==> config.mk <==
export PLATFORM = sky130hd
export DESIGN_NAME = cpu_iface_ctrl_deactivate
export DESIGN_NICKNAME = d
export VERILOG_FILES = /design/src/common/cpuif_pkg.sv /design/src/design/preempt_alias.sv /design/src/design/cpu_iface_ctrl_deactivate.sv
export VERILOG_INCLUDE_DIRS = /design/src /design/src/common
export SDC_FILE = /design/constraint.sdc
export NUM_CORES = 1
export LEC_CHECK = 0
export BUFFER_PORTS_ARGS = -buffer_cell sky130_fd_sc_hd__buf_2
export CAP_MARGIN = 10
export CORE_AREA = 2 2 69 78
export CTS_CLUSTER_SIZE = 14
export DETAILED_ROUTE_END_ITERATION = 10
export DIE_AREA = 0 0 71 80
export HOLD_SLACK_MARGIN = 0.12
export PLACE_DENSITY = 0.84
export SLEW_MARGIN = 20
export SYNTH_ARGS = -nofsm -noshare
export SYNTH_HDL_FRONTEND = slang
export SYNTH_SLANG_ARGS = --single-unit
==> constraint.sdc <==
create_clock -name mclk -period 2.8 [get_ports mclk]
set_input_delay 0.28 -clock mclk [delete_from_list [all_inputs] [get_ports mclk]]
set_output_delay 0.28 -clock mclk [all_outputs]
set_load 0.05 [all_outputs]
==> src/common/cpuif_defines.svh <==
`ifndef CPUIF_DEFINES_SVH
`define CPUIF_DEFINES_SVH
`define CTL_OFFSET 16'h0000
`define DEACT_OFFSET 16'h1000
`define BIT_G1_IRQ_BLK 8
`define BIT_G1_FIQ_BLK 7
`define BIT_G0_IRQ_BLK 6
`define BIT_G0_FIQ_BLK 5
`define BIT_SHARED_BP 4
`define BIT_G0_FAST 3
`define BIT_G1_EN 1
`define BIT_G0_EN 0
`define BIT_NS_G1_EN 0
`define BIT_NS_G1_FIQ_BLK 5
`define BIT_NS_G1_IRQ_BLK 6
`define BIT_SPLIT_NS 10
`define BIT_SPLIT_S 9
`define ID_HI 23
`define ID_SPECIAL_LO 24'h0003FC
`define ID_SPECIAL_HI 24'h0003FF
`define BP_MAX 3'h7
`define BP_STEP 3'h1
`define CTL_RESET 32'h0000_0000
`endif

==> src/common/cpuif_pkg.sv <==
package cpuif_pkg;
    typedef logic [31:0] word_type;
    typedef logic [23:0] interrupt_identifier_type;
    typedef enum logic [1:0] {
        ACC_SECURE = 2'b00,
        ACC_NONSECURE = 2'b01,
        ACC_NOSEC = 2'b10
    } access_type;
endpackage : cpuif_pkg

==> src/design/preempt_alias.sv <==
`include "cpuif_defines.svh"
module preempt_alias (
    input wire logic [2:0] secure_point,
    input wire logic shared_sel,
    input wire logic two_states,
    output logic [2:0] ns_view
);
    // Saturating increment of the secure point when shared_sel and two_states are both set, else the secure point unchanged
    always_comb begin
        if (two_states && shared_sel) begin
            if (secure_point == `BP_MAX) begin
                ns_view = `BP_MAX;
            end else begin
                ns_view = secure_point + `BP_STEP;
            end
        end else begin
            ns_view = secure_point;
        end
    end
endmodule : preempt_alias

==> src/design/cpu_iface_ctrl_deactivate.sv <==
`include "cpuif_defines.svh"
module cpu_iface_ctrl_deactivate #(
    parameter bit LEGACY_SUPPORT = 1'b1,
    parameter bit FORCE_G0_FAST = 1'b0
) (
    input wire logic mclk,
    input wire logic rstn,
    input wire logic [15:0] reg_addr,
    input wire logic reg_wr,
    input wire logic reg_rd,
    input wire cpuif_pkg::word_type reg_wdata,
    input wire cpuif_pkg::access_type reg_access,
    output cpuif_pkg::word_type reg_rdata,
    input wire logic sre_el3_en,
    input wire logic el3_irq_path_block_ctl,
    input wire logic el3_fast_path_block_ctl,
    input wire logic sre_el1_en,
    input wire logic g0_pending,
    input wire logic g1_pending,
    input wire logic legacy_irq_in,
    input wire logic legacy_fiq_in,
    input wire logic [2:0] preempt_point_reg,
    input wire logic [2:0] alias_preempt_point_reg,
    input wire logic [2:0] bp_wdata,
    input wire logic bp_wr,
    output logic bp_wr_ok,
    output logic [2:0] bp_ns_view,
    output logic [2:0] g0_point,
    output logic [2:0] g1_point,
    output logic irq_out,
    output logic fiq_out,
    output logic deact_valid,
    output cpuif_pkg::interrupt_identifier_type deact_id,
    output logic deact_keep_prio
);
    import cpuif_pkg::*;

    ////////////////////////////////////////////////////////////////////////
    // Reset release
    logic rst_s1_q;
    logic rst_s2_q;
    always_ff @(posedge mclk or negedge rstn) begin
        if (!rstn) begin
            rst_s1_q <= 1'b0;
            rst_s2_q <= 1'b0;
        end else begin
            rst_s1_q <= 1'b1;
            rst_s2_q <= rst_s1_q;
        end
    end
    logic rst_n;
    assign rst_n = rst_s2_q;

    ////////////////////////////////////////////////////////////////////////
    // Control fields
    logic g1_legacy_irq_path_block_q;
    logic g1_legacy_fast_path_block_q;
    logic g0_legacy_irq_path_block_q;
    logic g0_legacy_fast_path_block_q;
    logic shared_preempt_point_sel_q;
    logic g0_fast_route_sel_q;
    logic group_one_signal_en_q;
    logic group_zero_signal_en_q;
    logic secure_split_completion_mode_q;
    logic nonsecure_split_completion_mode_q;
    logic ctl_hit;
    logic deact_hit;
    logic ns_acc;
    logic irq_force;
    logic fiq_force;
    assign ctl_hit = (reg_addr == `CTL_OFFSET);
    assign deact_hit = (reg_addr == `DEACT_OFFSET);
    assign ns_acc = (reg_access == ACC_NONSECURE);
    assign irq_force = sre_el3_en && el3_irq_path_block_ctl;
    assign fiq_force = sre_el3_en && el3_fast_path_block_ctl;

    always_ff @(posedge mclk or negedge rst_n) begin
        if (!rst_n) begin
            g1_legacy_irq_path_block_q <= 1'b0;
            g1_legacy_fast_path_block_q <= 1'b0;
            g0_legacy_irq_path_block_q <= 1'b0;
            g0_legacy_fast_path_block_q <= 1'b0;
            shared_preempt_point_sel_q <= 1'b0;
            g0_fast_route_sel_q <= 1'b0;
            group_one_signal_en_q <= 1'b0;
            group_zero_signal_en_q <= 1'b0;
            secure_split_completion_mode_q <= 1'b0;
            nonsecure_split_completion_mode_q <= 1'b0;
        end else if (reg_wr && ctl_hit) begin
            group_one_signal_en_q <= ns_acc ? reg_wdata[`BIT_NS_G1_EN]
                                            : reg_wdata[`BIT_G1_EN];
            if (ns_acc) begin
                nonsecure_split_completion_mode_q <= reg_wdata[`BIT_SPLIT_S];
            end else begin
                // Secure and no-security views share the split bit at 9
                g1_legacy_irq_path_block_q <= reg_wdata[`BIT_G1_IRQ_BLK];
                g1_legacy_fast_path_block_q <= reg_wdata[`BIT_G1_FIQ_BLK];
                g0_legacy_irq_path_block_q <= reg_wdata[`BIT_G0_IRQ_BLK];
                g0_legacy_fast_path_block_q <= reg_wdata[`BIT_G0_FIQ_BLK];
                shared_preempt_point_sel_q <= reg_wdata[`BIT_SHARED_BP];
                g0_fast_route_sel_q <= reg_wdata[`BIT_G0_FAST];
                group_zero_signal_en_q <= reg_wdata[`BIT_G0_EN];
                secure_split_completion_mode_q <= reg_wdata[`BIT_SPLIT_S];
                if (reg_access == ACC_SECURE) begin
                    nonsecure_split_completion_mode_q <=
                        reg_wdata[`BIT_SPLIT_NS];
                end
            end
        end
    end

    ////////////////////////////////////////////////////////////////////////
    // Effective views
    logic eff_g1_irq_blk;
    logic eff_g1_fiq_blk;
    logic eff_g0_irq_blk;
    logic eff_g0_fiq_blk;
    logic eff_g0_fast;
    assign eff_g1_irq_blk = irq_force || !LEGACY_SUPPORT
        || g1_legacy_irq_path_block_q;
    assign eff_g0_irq_blk = irq_force || !LEGACY_SUPPORT
        || g0_legacy_irq_path_block_q;
    assign eff_g1_fiq_blk = fiq_force || !LEGACY_SUPPORT
        || g1_legacy_fast_path_block_q;
    assign eff_g0_fiq_blk = !LEGACY_SUPPORT
        || g0_legacy_fast_path_block_q;
    assign eff_g0_fast = FORCE_G0_FAST || g0_fast_route_sel_q;

    ////////////////////////////////////////////////////////////////////////
    // Readback
    always_comb begin
        reg_rdata = '0;
        if (reg_rd && ctl_hit) begin
            if (ns_acc) begin
                reg_rdata[`BIT_NS_G1_EN] = group_one_signal_en_q;
                reg_rdata[`BIT_SPLIT_S] = nonsecure_split_completion_mode_q;
                reg_rdata[`BIT_NS_G1_FIQ_BLK] = eff_g1_fiq_blk;
                reg_rdata[`BIT_NS_G1_IRQ_BLK] = eff_g1_irq_blk;
            end else begin
                reg_rdata[`BIT_G1_IRQ_BLK] = eff_g1_irq_blk;
                reg_rdata[`BIT_G1_FIQ_BLK] = eff_g1_fiq_blk;
                reg_rdata[`BIT_G0_IRQ_BLK] = eff_g0_irq_blk;
                reg_rdata[`BIT_G0_FIQ_BLK] = eff_g0_fiq_blk;
                reg_rdata[`BIT_SHARED_BP] = shared_preempt_point_sel_q;
                reg_rdata[`BIT_G0_FAST] = eff_g0_fast;
                reg_rdata[`BIT_G1_EN] = group_one_signal_en_q;
                reg_rdata[`BIT_G0_EN] = group_zero_signal_en_q;
                reg_rdata[`BIT_SPLIT_S] = secure_split_completion_mode_q;
                if (reg_access == ACC_SECURE) begin
                    reg_rdata[`BIT_SPLIT_NS] =
                        nonsecure_split_completion_mode_q;
                end
            end
        end
    end

    ////////////////////////////////////////////////////////////////////////
    // Preemption point
    logic two_states;
    assign two_states = (reg_access != ACC_NOSEC);
    preempt_alias u_alias (
        .secure_point(preempt_point_reg),
        .shared_sel(shared_preempt_point_sel_q),
        .two_states(two_states),
        .ns_view(bp_ns_view)
    );
    assign g0_point = preempt_point_reg;
    assign g1_point = shared_preempt_point_sel_q ? preempt_point_reg
                                                 : alias_preempt_point_reg;
    assign bp_wr_ok = bp_wr && !(ns_acc && shared_preempt_point_sel_q);

    ////////////////////////////////////////////////////////////////////////
    // Signal routing
    logic g0_live;
    logic g1_live;
    logic irq_sig_on;
    logic fiq_sig_on;
    logic byp_irq;
    logic byp_fiq;
    assign g0_live = group_zero_signal_en_q && g0_pending;
    assign g1_live = group_one_signal_en_q && g1_pending;
    assign irq_sig_on = g1_live || (g0_live && !eff_g0_fast);
    assign fiq_sig_on = g0_live && eff_g0_fast;
    assign byp_irq = !sre_el1_en && legacy_irq_in
        && !(eff_g0_irq_blk && eff_g1_irq_blk);
    assign byp_fiq = !sre_el1_en && legacy_fiq_in
        && !(eff_g0_fiq_blk && eff_g1_fiq_blk);
    always_ff @(posedge mclk or negedge rst_n) begin
        if (!rst_n) begin
            irq_out <= 1'b0;
            fiq_out <= 1'b0;
        end else begin
            irq_out <= irq_sig_on || (!irq_sig_on && byp_irq);
            fiq_out <= fiq_sig_on || (!fiq_sig_on && byp_fiq);
        end
    end

    ////////////////////////////////////////////////////////////////////////
    // Deactivate
    logic split_on;
    always_comb begin
        case (reg_access)
            ACC_NONSECURE: split_on = nonsecure_split_completion_mode_q;
            ACC_SECURE: split_on = secure_split_completion_mode_q;
            ACC_NOSEC: split_on = secure_split_completion_mode_q;
            default: split_on = 1'b0;
        endcase
    end
    always_ff @(posedge mclk or negedge rst_n) begin
        if (!rst_n) begin
            deact_valid <= 1'b0;
            deact_id <= '0;
            deact_keep_prio <= 1'b0;
        end else begin
            deact_valid <= reg_wr && deact_hit && split_on;
            deact_keep_prio <= reg_wr && deact_hit && split_on;
            if (reg_wr && deact_hit && split_on) begin
                deact_id <= reg_wdata[`ID_HI:0];
            end
        end
    end
endmodule : cpu_iface_ctrl_deactivate

==> summary.md, run 1 <==
| Metric | Value |
|---|---|
| Cells after Synth | `171` |
| Nets@finish | `353` |
| Io pins | `142` |
| DP HPWL | `3590 um` |
| Hold Path Sink | `deact_id[22]$_DFFE_PN0P_` |
| Synth unique cells | `39` |
| DRT Pass-1 Iters | `4` |
| Fin. Hold Viols | `0` |
| Die width | `71 um` |
| Reg2reg end | `deact_id[2]$_DFFE_PN0P_` |
| Clock tree buffer depth | `2` |
| Worst R2R Path Depth | `5` |
| GR Overflow Total | `0` |
| P&R area growth vs syn | `27.9%` |
| Setup crit end kind | `output pin` |
| Yosys top cell area share | `44.9%` |
| Synth Warn # | `0` |
| FF+latch count, synth | `39` |
| CTS clk-pin slew, worst paths | `0.08 ns` |
| Top delay family on crit path | `simple AND/OR/NAND/NOR gates` |
| WL per Instance | `13.6 um` |
| Largest register FFs | `24` |
| Crit path time final | `2.05 ns` |
| Vias per cell | `4.75` |
| Skew-Pair Late Insertion Delay | `0.29 ns` |
| Num CTS Buffers | `5` |
| Final worst setup slack | `0.754 ns` |
| Sequential cell area | `977 um^2` |
| CTS Root Cell | `clkbuf_8` |
| Reg2reg start | `nonsecure_split_completion_mode_q$_DFFE_PN0P_` |
| Die height | `80 um` |
| Post-CTS setup repair buffer count | `0` |
| Hold crit path type | `input pin to flip-flop` |
| Hold_sp | `reg_wdata[22]` |
| Final wirelength | `4610 um` |
| Largest net degree at the start of global routing | `38` |
| R2R setup slack | `1.07 ns` |
| Initial Util | `44.3%` |
| # DRC | `0` |
| CP Class | `input pin to output pin` |
| Via count | `1609` |
| Max-cap violations | `0` |
| DP Worst Slack | `0.746 ns` |
| Post-synth ARST share | `100%` |
| Worst ir drop on vdd | `0.269 mV` |
| Leak Pwr | `1.50 nW` |
| Required time worst endpoint | `2.52 ns` |
| Setup TNS | `0 ns` |
| First-pass GRT wire length | `7190 um` |
| CTS tree | `built` |
| Hold Crit Depth | `2` |
| N_diodes | `0` |
| Gp weighted congestion | `0.786` |
| Core Area | `4900 um^2` |
| Power per cell area | `472 nW/um^2` |
| Worst clock skew | `0.00687 ns` |
| WP data arrival | `1.77 ns` |
| Worst setup SP type | `input pin` |
| Setup Viol. Count Final | `0` |
| Buffers on Ports | `108` |
| Unrepaired setup endpoints after global routing | `no` |
| Final Util | `56.7%` |
| Slew Limit Headroom | `46.8%` |
| Register area share after synthesis | `44.9%` |
| Achievable Freq | `489 MHz` |
| Cts repair resizes | `0` |
| Worst-path maximum fanout | `10` |
| Post-synth EDFFs | `0` |
| Worst Path Buf+Inv | `2` |
| Initial antenna violation count | `0` |
| CTS hold repair buffers | `1` |
| Final hold slack | `0.217 ns` |
| Area of the multi-input gates | `1020 um^2` |
| Mapped Area | `2170 um^2` |
| Fill cells | `431` |
| Synth top area cells | `dfrtp_1 45%, mux2_4 19%, buf_4 9.0%, mux2_2 5.2%, nand2_1 2.4%` |
| CP max stage cell | `nor4_2` |
| Cell mode on critical path | `buf_2` |
| Most flop-heavy register | `deact_id` |
| Dominant cell type by area after synthesis | `dfrtp_1` |
| H-tree depth | `2` |
| Critical-path cell list | `buf_2 > nor4_2 > and4_1 > nand2_2 > nor4b_2 > buf_2` |
| Pins Over Slew Limit | `0` |
| Synth Area per Inst | `12.7 um^2` |
| Period utilisation layout | `73.1%` |
| DRT iter0 DRCs | `51` |
| Status | `finished, final reports clean` |
| GR Util All Layers | `16.2%` |
| Layout cells sized above 1 | `59.1%` |
| Antenna viol nets, final | `0` |
| Num Clock Sinks | `39` |
| Vias in the first global route | `1571` |
| Ys flop type | `dfrtp_1` |
| Die area | `5680 um^2` |
| Core Rows | `27` |
| CP max stage delay | `0.36 ns` |
| Worst-Margin Slew | `0.797 ns` |
==> synthesized netlist by cell type, types with 2 or more instances <==
cell,count
mux2_2,10
buf_4,26
nand2_1,14
nor3b_1,3
o21ai_0,4
nor2b_1,2
nor2_1,2
nor4_2,2
inv_1,2
mux2_4,28
nand3_1,3
nand2b_1,2
conb_1,2
buf_12,2
dfrtp_1,39
nor3_1,3
a21oi_1,5
==> final cells by class <==
| cell class | instances | area share [%] |
|---|---|---|
| repair buffers | 111 | 20.4 |
| inverters | 2 | 0.270 |
| clock inverters | 2 | 2.16 |
| multi-input cells | 121 | 36.8 |
| well taps | 58 | 2.61 |
| clock buffers | 6 | 2.61 |
| flip-flops and latches | 39 | 35.2 |
==> layout by cell type (no fill, tap or decap), drive strengths merged <==
cell type    count
nand4b           1
bufinv           2
and3b            1
mux2            38
o31ai            1
inv              2
nand2           15
nand2b           2
conb            23
o211ai           2
and4             1
nor4b            2
clkbuf           6
nor2             3
dlygate4sd3      1
ha               1
a21boi           1
nor4             4
and3             1
o21ai            4
nor2b            2
o21bai           1
buf            110
a211oi           1
mux2i            1
nor3b            3
and2b            1
dfrtp           39
nor3             3
a31oi            1
a21oi            5
nand3            3
==> where the power goes <==
| part | internal, mW | leakage (nW) | switching [mW] |
|---|---|---|---|
| combinational | 0.0501 | 0.900 | 0.135 |
| clock | 0.356 | 0.0654 | 0.193 |
| sequential | 0.566 | 0.538 | 0.0103 |
| total | 0.972 | 1.50 | 0.339 |
==> cell families (layout without fill, tap and decap cells) <==
kind of cell	after synthesis	in the layout	share of synthesized area (%)
DFF	39	39	44.9
AOI/OAI and AO/OA	16	16	4.67
other	2	23	0.346
and+or+nand+nor	42	42	12.6
buffers and inverters	32	121	11.9
muxes	39	39	25.0
adders and majority gates	1	1	0.576
==> per-stage QoR <==
stage                     total power, mW  cell area (um^2)  cells
after floorplan                     0.731              2260    192
after global placement              0.769              2640    330
after detailed placement            0.773              2640    330
after CTS                            1.33              2780    339
after global routing                 1.36              2780    339
final                                1.31              2780    339
==> how the worst max path moves through the flow <==
stage	endpoint	cells past startpoint	start	slack, ns
5_1_grt	reg_rdata[10]	6	reg_addr[6]	0.58
4_1_cts	reg_rdata[10]	6	reg_addr[6]	0.75
3_5_place_dp	reg_rdata[10]	6	reg_addr[6]	0.75
6_report	reg_rdata[10]	6	reg_addr[6]	0.75
2_1_floorplan	reg_rdata[5]	4	reg_addr[6]	0.38
3_3_place_gp	reg_rdata[10]	6	reg_addr[9]	0.79
==> per-layer routing <==
layer  vias up  track usage (%)  part of all wire [%]
li1        768                -                     -
met1       777             20.4                    42
met2        56             27.7                    51
met3         8             2.90                   5.0
met4         0             6.23                   1.5
met5         -                0                     0
(Power assumes the default switching activity.)
==> run 2: changes to the inputs <==
- CORE_AREA: 2 2 69 78 -> 2 2 72 81
- DIE_AREA: 0 0 71 80 -> 0 0 74 83
- PLACE_DENSITY: 0.84 -> 0.78
- clock period: 2.8 -> 1.9 ns (I/O delays scaled with it)
==> run 2 against run 1 <==
Clock-buffer cell count increased by 2. Combinational power increased by 50%. Sequential power increased by 47%. Final cell count increased by 5.6%. Critical endpoint unchanged. Largest cell class unchanged. Largest power group unchanged.
==> summary.md, run 2 (same netlist as run 1, synthesis figures left out) <==
| Metric | Value |
|---|---|
| Status | `finished, final reports clean` |
| Buffers on Ports | `108 (unchanged)` |
| Period utilisation layout | `94.7%` |
| Post-CTS setup repair buffer count | `0 (unchanged)` |
| WL per Instance | `13.5 um (-1.1%)` |
| CTS Root Cell | `clkbuf_8` |
| Final wirelength | `4820 um (+4.5%)` |
| WP data arrival | `1.61 ns (-0.16 ns)` |
| Fin. Hold Viols | `0 (unchanged)` |
| CTS clk-pin slew, worst paths | `0.08 ns (about the same)` |
| Worst clock skew | `0.00765 ns (+0.000774 ns)` |
| DRT Pass-1 Iters | `4 (unchanged)` |
| Die area | `6140 um^2 (+8.1%)` |
| Required time worst endpoint | `1.71 ns (-0.81 ns)` |
| Worst ir drop on vdd | `0.339 mV (+26%)` |
| Skew-Pair Late Insertion Delay | `0.28 ns (about the same)` |
| Worst-Margin Slew | `0.806 ns (+0.00867 ns)` |
| Io pins | `142 (unchanged)` |
| Seq pwr share | `49.2% (+5.3 points)` |
| Leak Pwr | `1.50 nW (about the same)` |
| Most frequent cells in the layout | `106 x buf_2, 38 x dfrtp_1, 28 x mux2_4` |
| Most flop-heavy register | `deact_id` |
| DP Worst Slack | `0.0670 ns (-0.678 ns)` |
| CTS tree | `built` |
| H-tree depth | `2 (unchanged)` |
| Layout cells sized above 1 | `59.4% (+0.29 points)` |
| Setup TNS | `0 ns (unchanged)` |
| Largest register FFs | `24 (unchanged)` |
| Worst-path maximum fanout | `10 (unchanged)` |
| CP Class | `input pin to output pin` |
| Commonest non-fill, non-tap cell in the layout | `buf_2` |
| Hold crit path type | `input pin to flip-flop` |
| DP HPWL | `3730 um (+3.8%)` |
| Num CTS Buffers | `5 (unchanged)` |
| Placed Cells | `349 (+5.8%)` |
| Final Util | `53.1% (-3.6 points)` |
| Internal | `1.24 mW (+28%)` |
| Vias per cell | `4.54 (-4.3%)` |
| Number of standard cells in the layout, taps in and fillers out | `358 (+5.6%)` |
| Largest net degree at the start of global routing | `38 (unchanged)` |
| Core Area | `5290 um^2 (+8.0%)` |
| Gate power share | `16.1% (+2.0 points)` |
| Unrepaired setup endpoints after global routing | `no` |
| Setup Viol. Count Final | `0 (unchanged)` |
| Achievable Freq | `556 MHz` |
| Post-Layout Inst Area | `2810 um^2 (+1.1%)` |
| Initial antenna violation count | `0 (unchanged)` |
| Power share of the clock group | `34.7% (-7.2 points)` |
| Nets@finish | `355 (+0.57%)` |
| Die width | `74 um (+4.2%)` |
| Max-cap violations | `0 (unchanged)` |
| Clock tree buffer depth | `2 (unchanged)` |
| First-pass GRT wire length | `7650 um (+6.3%)` |
| Num Clock Sinks | `39 (unchanged)` |
| DRT iter0 DRCs | `42 (-18%)` |
| Antenna viol nets, final | `0 (unchanged)` |
| Vias in the first global route | `1658 (+5.5%)` |
| P&R area growth vs syn | `29.3%` |
| Final worst setup slack | `0.101 ns (-0.653 ns)` |
| Crit path time final | `1.80 ns` |
| Via count | `1626 (+1.1%)` |
| Worst setup SP type | `input pin` |
| GR Util All Layers | `16.0% (-0.21 points)` |
| Gp weighted congestion | `0.722 (-8.2%)` |
| Pins Over Slew Limit | `0 (unchanged)` |
| N_diodes | `0 (unchanged)` |
| Core Rows | `28 (+3.7%)` |
| GR Overflow Total | `0 (unchanged)` |
| Power per cell area | `614 nW/um^2 (+30%)` |
| DP Area | `2690 um^2 (+1.9%)` |
| Sw power | `485 uW (+43%)` |
| Sw frac | `28.1% (+2.3 points)` |
| Slew Limit Headroom | `46.3% (-0.58 points)` |
| # DRC | `0 (unchanged)` |
| Die height | `83 um (+3.8%)` |
| Setup crit end kind | `output pin` |
| Initial Util | `41.1% (-3.3 points)` |
-- run 2: cell count changes in the layout (fill, tap and decap cells not counted), moves of 2 or more --
cell       change
buf_2          -2
buf_4          +2
clkbuf_8       +2
bufinv_16      -2
-- run 2: what timing repair did --
| item | in CTS | in global routing |
|---|---|---|
| endpoints found under the hold margin | 2 | 0 |
| gates resized for setup | 0 | 4 |
| hold buffers | 1 | 0 |
| endpoints found under the setup margin | 0 | 3 |
-- run 2: metrics by stage --
step	hold WS, ns	power, mW
5_1_grt	0.128	1.81
2_1_floorplan	-0.106	1.08
4_1_cts	0.121	1.75
6_report	0.131	1.73
3_3_place_gp	-0.0242	1.14
3_5_place_dp	-0.0239	1.14
-- run 2: final cells by class --
| type | count | area (um^2) |
|---|---|---|
| Clock buffer | 8 | 100 |
| Fill cell | 480 | 2480 |
| Inverter | 2 | 7.51 |
| Multi-Input combinational cell | 121 | 1030 |
| Sequential cell | 39 | 977 |
| Tap cell | 75 | 93.8 |
| Timing Repair Buffer | 113 | 598 |
-- run 2: power by group through the flow --
| stage | Sequential, mW | Clock, mW | Combinational (mW) |
|---|---|---|---|
| after detailed placement | 0.867 | 0 | 0.273 |
| final | 0.849 | 0.599 | 0.277 |
| after global routing | 0.853 | 0.658 | 0.294 |
| after CTS | 0.851 | 0.627 | 0.275 |
| after floorplan | 0.870 | 0 | 0.208 |
| after global placement | 0.867 | 0 | 0.268 |
-- run 2: path summary, 6_finish.rpt --
kind	slack, ns	startpoint	to	cells past startpoint
min reg2reg	0.36	rst_s1_q$_DFF_PN0_	rst_n$_DFF_PN0_	0
max reg2reg	0.35	nonsecure_split_completion_mode_q$_DFFE_PN0P_	deact_id[3]$_DFFE_PN0P_	5
max in group asynchronous	1.02	rst_n$_DFF_PN0_	deact_id[8]$_DFFE_PN0P_	0
min in group asynchronous	0.23	rstn	rst_n$_DFF_PN0_	2
max	0.10	reg_addr[6]	reg_rdata[10]	6
min	0.13	reg_wdata[13]	deact_id[13]$_DFFE_PN0P_	2
-- run 2: layer usage --
layer | GRT usage [%] | routed length, um | part of all wire [%] | vias up
met5 | 0 | 0 | 0 | -
met4 | 5.95 | 55 | 1.1 | 0
met3 | 3.40 | 293 | 6.1 | 4
met2 | 27.4 | 2540 | 53 | 58
met1 | 19.3 | 1930 | 40 | 788
li1 | - | - | - | 776
-- run 2: worst max-delay path: stages --
cell	delay, ns
buf_2	0.10
nor4_2	0.35
and4_1	0.28
nand2_2	0.15
nor4b_2	0.27
clkbuf_4	0.27
==> run 3: changes to the inputs <==
- CORE_AREA: 2 2 72 81 -> 2 2 70 79
- CTS_BUF_LIST: default -> sky130_fd_sc_hd__clkbuf_8
- DIE_AREA: 0 0 74 83 -> 0 0 72 81
- PLACE_DENSITY: 0.78 -> 0.82
- TNS_END_PERCENT: default -> 30
==> run 3 against run 2 <==
Die area down 5.0%. Non-clock buffer count rose by 4. Final cell count shrank 3.1%. Clock-buffer cell count decreased by 3. Sequential power about the same. Via count rose by 0.37%. Critical path depth unchanged. Worst hold slack better by 0.0042 ns. Sequential share of layout area fell by 0.95 points. Cell area grew 2.8%. Flip-flop and latch count unchanged. Highest routed layer unchanged.
==> summary.md, run 3 (same netlist as run 1, synthesis figures left out) <==
| Metric | Value |
|---|---|
| Num CTS Buffers | `5 (unchanged)` |
| Reg2reg start | `nonsecure_split_completion_mode_q$_DFFE_PN0P_` |
| H-tree depth | `2 (unchanged)` |
| WL per Instance | `14.3 um (+6.2%)` |
| Status | `finished, final reports clean` |
| P&R area growth vs syn | `32.9%` |
| Die area | `5830 um^2 (-5.0%)` |
| Leak Pwr | `1.54 nW (+2.3%)` |
| Crit path time final | `1.77 ns (-0.0266 ns)` |
| Final wirelength | `4960 um (+3.0%)` |
| Setup crit end kind | `output pin` |
| Skew-Pair Late Insertion Delay | `0.29 ns (about the same)` |
| DRT iter0 DRCs | `79 (+88%)` |
| Initial antenna violation count | `0 (unchanged)` |
| Setup TNS | `0 ns (unchanged)` |
| Die height | `81 um (-2.4%)` |
| GR Overflow Total | `0 (unchanged)` |
| Core Rows | `28 (unchanged)` |
| CTS clk-pin slew, worst paths | `0.09 ns (about the same)` |
| Hold Crit Depth | `2 (unchanged)` |
| Required time worst endpoint | `1.71 ns (about the same)` |
| DRT Pass-1 Iters | `6 (+2)` |
| Initial Util | `42.2% (+1.1 points)` |
| Most frequent cells in the layout | `106 x buf_2, 38 x dfrtp_1, 28 x mux2_4` |
| Met3 Routed Length | `239 um (-18%)` |
| CTS tree | `built` |
| Worst R2R Path Depth | `5 (unchanged)` |
| WL met2 | `2600 um (+2.4%)` |
| Worst-Margin Slew | `0.812 ns (+0.00600 ns)` |
| Buffers on Ports | `108 (unchanged)` |
| Via count | `1632 (+0.37%)` |
| # DRC | `0 (unchanged)` |
| Vias in the first global route | `1585 (-4.4%)` |
| Slew Limit Headroom | `45.9% (-0.40 points)` |
| Met1 wire length | `2030 um (+5.0%)` |
| Period utilisation layout | `93.3% (-1.4 points)` |
| Power per cell area | `676 nW/um^2 (+10%)` |
| Core Area | `5150 um^2 (-2.6%)` |
| Number of standard cells in the layout, taps in and fillers out | `347 (-3.1%)` |
| R2R setup slack | `0.36 ns (about the same)` |
| Most flop-heavy register | `deact_id` |
| Worst clock skew | `0.0123 ns (+0.00468 ns)` |
| Hold crit path type | `input pin to flip-flop` |
| Gp weighted congestion | `0.765 (+6.0%)` |
| N_diodes | `0 (unchanged)` |
| Worst ir drop on vdd | `0.377 mV (+11%)` |
| CP Class | `input pin to output pin` |
| Final hold slack | `0.135 ns (+0.00419 ns)` |
| Hold Path Sink | `deact_id[23]$_DFFE_PN0P_` |
| Hold_sp | `reg_wdata[23]` |
| DP Worst Slack | `0.0444 ns (-0.0226 ns)` |
| Nets@finish | `359 (+1.1%)` |
| Max-cap violations | `0 (unchanged)` |
| Io pins | `142 (unchanged)` |
| Largest register FFs | `24 (unchanged)` |
| Final Util | `56.1% (+3.0 points)` |
| First-pass GRT wire length | `7510 um (-1.8%)` |
| DP HPWL | `3720 um (-0.38%)` |
| Clock tree buffer depth | `2 (unchanged)` |
| Final worst setup slack | `0.128 ns (+0.0266 ns)` |
| Num Clock Sinks | `39 (unchanged)` |
| CTS Root Cell | `clkbuf_8` |
| Worst-path maximum fanout | `10 (unchanged)` |
| GR Util All Layers | `16.5% (+0.49 points)` |
| Largest net degree at the start of global routing | `38 (unchanged)` |
| Worst setup SP type | `input pin` |
| Antenna viol nets, final | `0 (unchanged)` |
| Top Metal Used | `met4` |
| WP data arrival | `1.58 ns (-0.03 ns)` |
| Setup Viol. Count Final | `0 (unchanged)` |
| Commonest non-fill, non-tap cell in the layout | `buf_2` |
| Reg2reg end | `deact_id[21]$_DFFE_PN0P_` |
| Pins Over Slew Limit | `0 (unchanged)` |
| Layout cells sized above 1 | `58.9% (-0.48 points)` |
| Die width | `72 um (-2.7%)` |
| Placed Cells | `334 (-4.3%)` |
| Fin. Hold Viols | `0 (unchanged)` |
| Achievable Freq | `564 MHz (+1.5%)` |
| Vias per cell | `4.70 (+3.6%)` |
## run 3: cell types whose count changed in the layout (fill, tap and decap cells not counted), sizes merged
cell	delta
buf	+1
bufinv	+2
clkbuf	-4
clkinvlp	+1
dlygate4sd3	+4
## run 3: per-layer routing
layer | track usage [%] | vias to the layer above
li1 | - | 786
met1 | 21.0 | 776
met2 | 28.1 | 61
met3 | 2.85 | 9
met4 | 6.23 | 0
met5 | 0 | -
## run 3: report_power, final
group	internal, mW	total, mW	switching [mW]
registers	0.834	0.849	0.0157
logic	0.0812	0.287	0.206
clock network	0.524	0.817	0.293
total	1.44	1.95	0.514
## run 3: area by class of cell
class | count | area, um^2
inverter | 2 | 7.51
fill | 451 | 2260
sequential | 39 | 977
clock inverter | 3 | 67.6
clock buffer | 5 | 68.8
multi-input combinational | 121 | 1040
tap | 60 | 75.1
timing repair buffer | 117 | 651
## run 3: per-stage QoR
stage / power [mW] / area (um^2)
final: 1.95 / 2890
after global routing: 2.04 / 2890
after global placement: 1.13 / 2680
after CTS: 1.97 / 2870
after floorplan: 1.08 / 2260
after detailed placement: 1.14 / 2680
## run 3: worst max-delay path by stage
stage                      startpoint             to
final                     reg_addr[6]  reg_rdata[10]
after global routing      reg_addr[6]  reg_rdata[10]
after CTS                 reg_addr[6]  reg_rdata[10]
after detailed placement  reg_addr[6]  reg_rdata[10]
after global placement    reg_addr[6]  reg_rdata[10]
after floorplan           reg_addr[6]   reg_rdata[5]
## run 3: critical path: stages
cell and delay (ns):
buf_2 0.12, nor4_4 0.31, and4_1 0.27, nand2_2 0.16, nor4b_2 0.29, buf_4 0.24
## run 3: repair_timing
action,4_1_cts,5_1_grt
buffers inserted,0,0
hold buffers,5,0
endpoints found under the hold margin,6,0
setup endpoints to repair,0,6
resized for setup,0,6
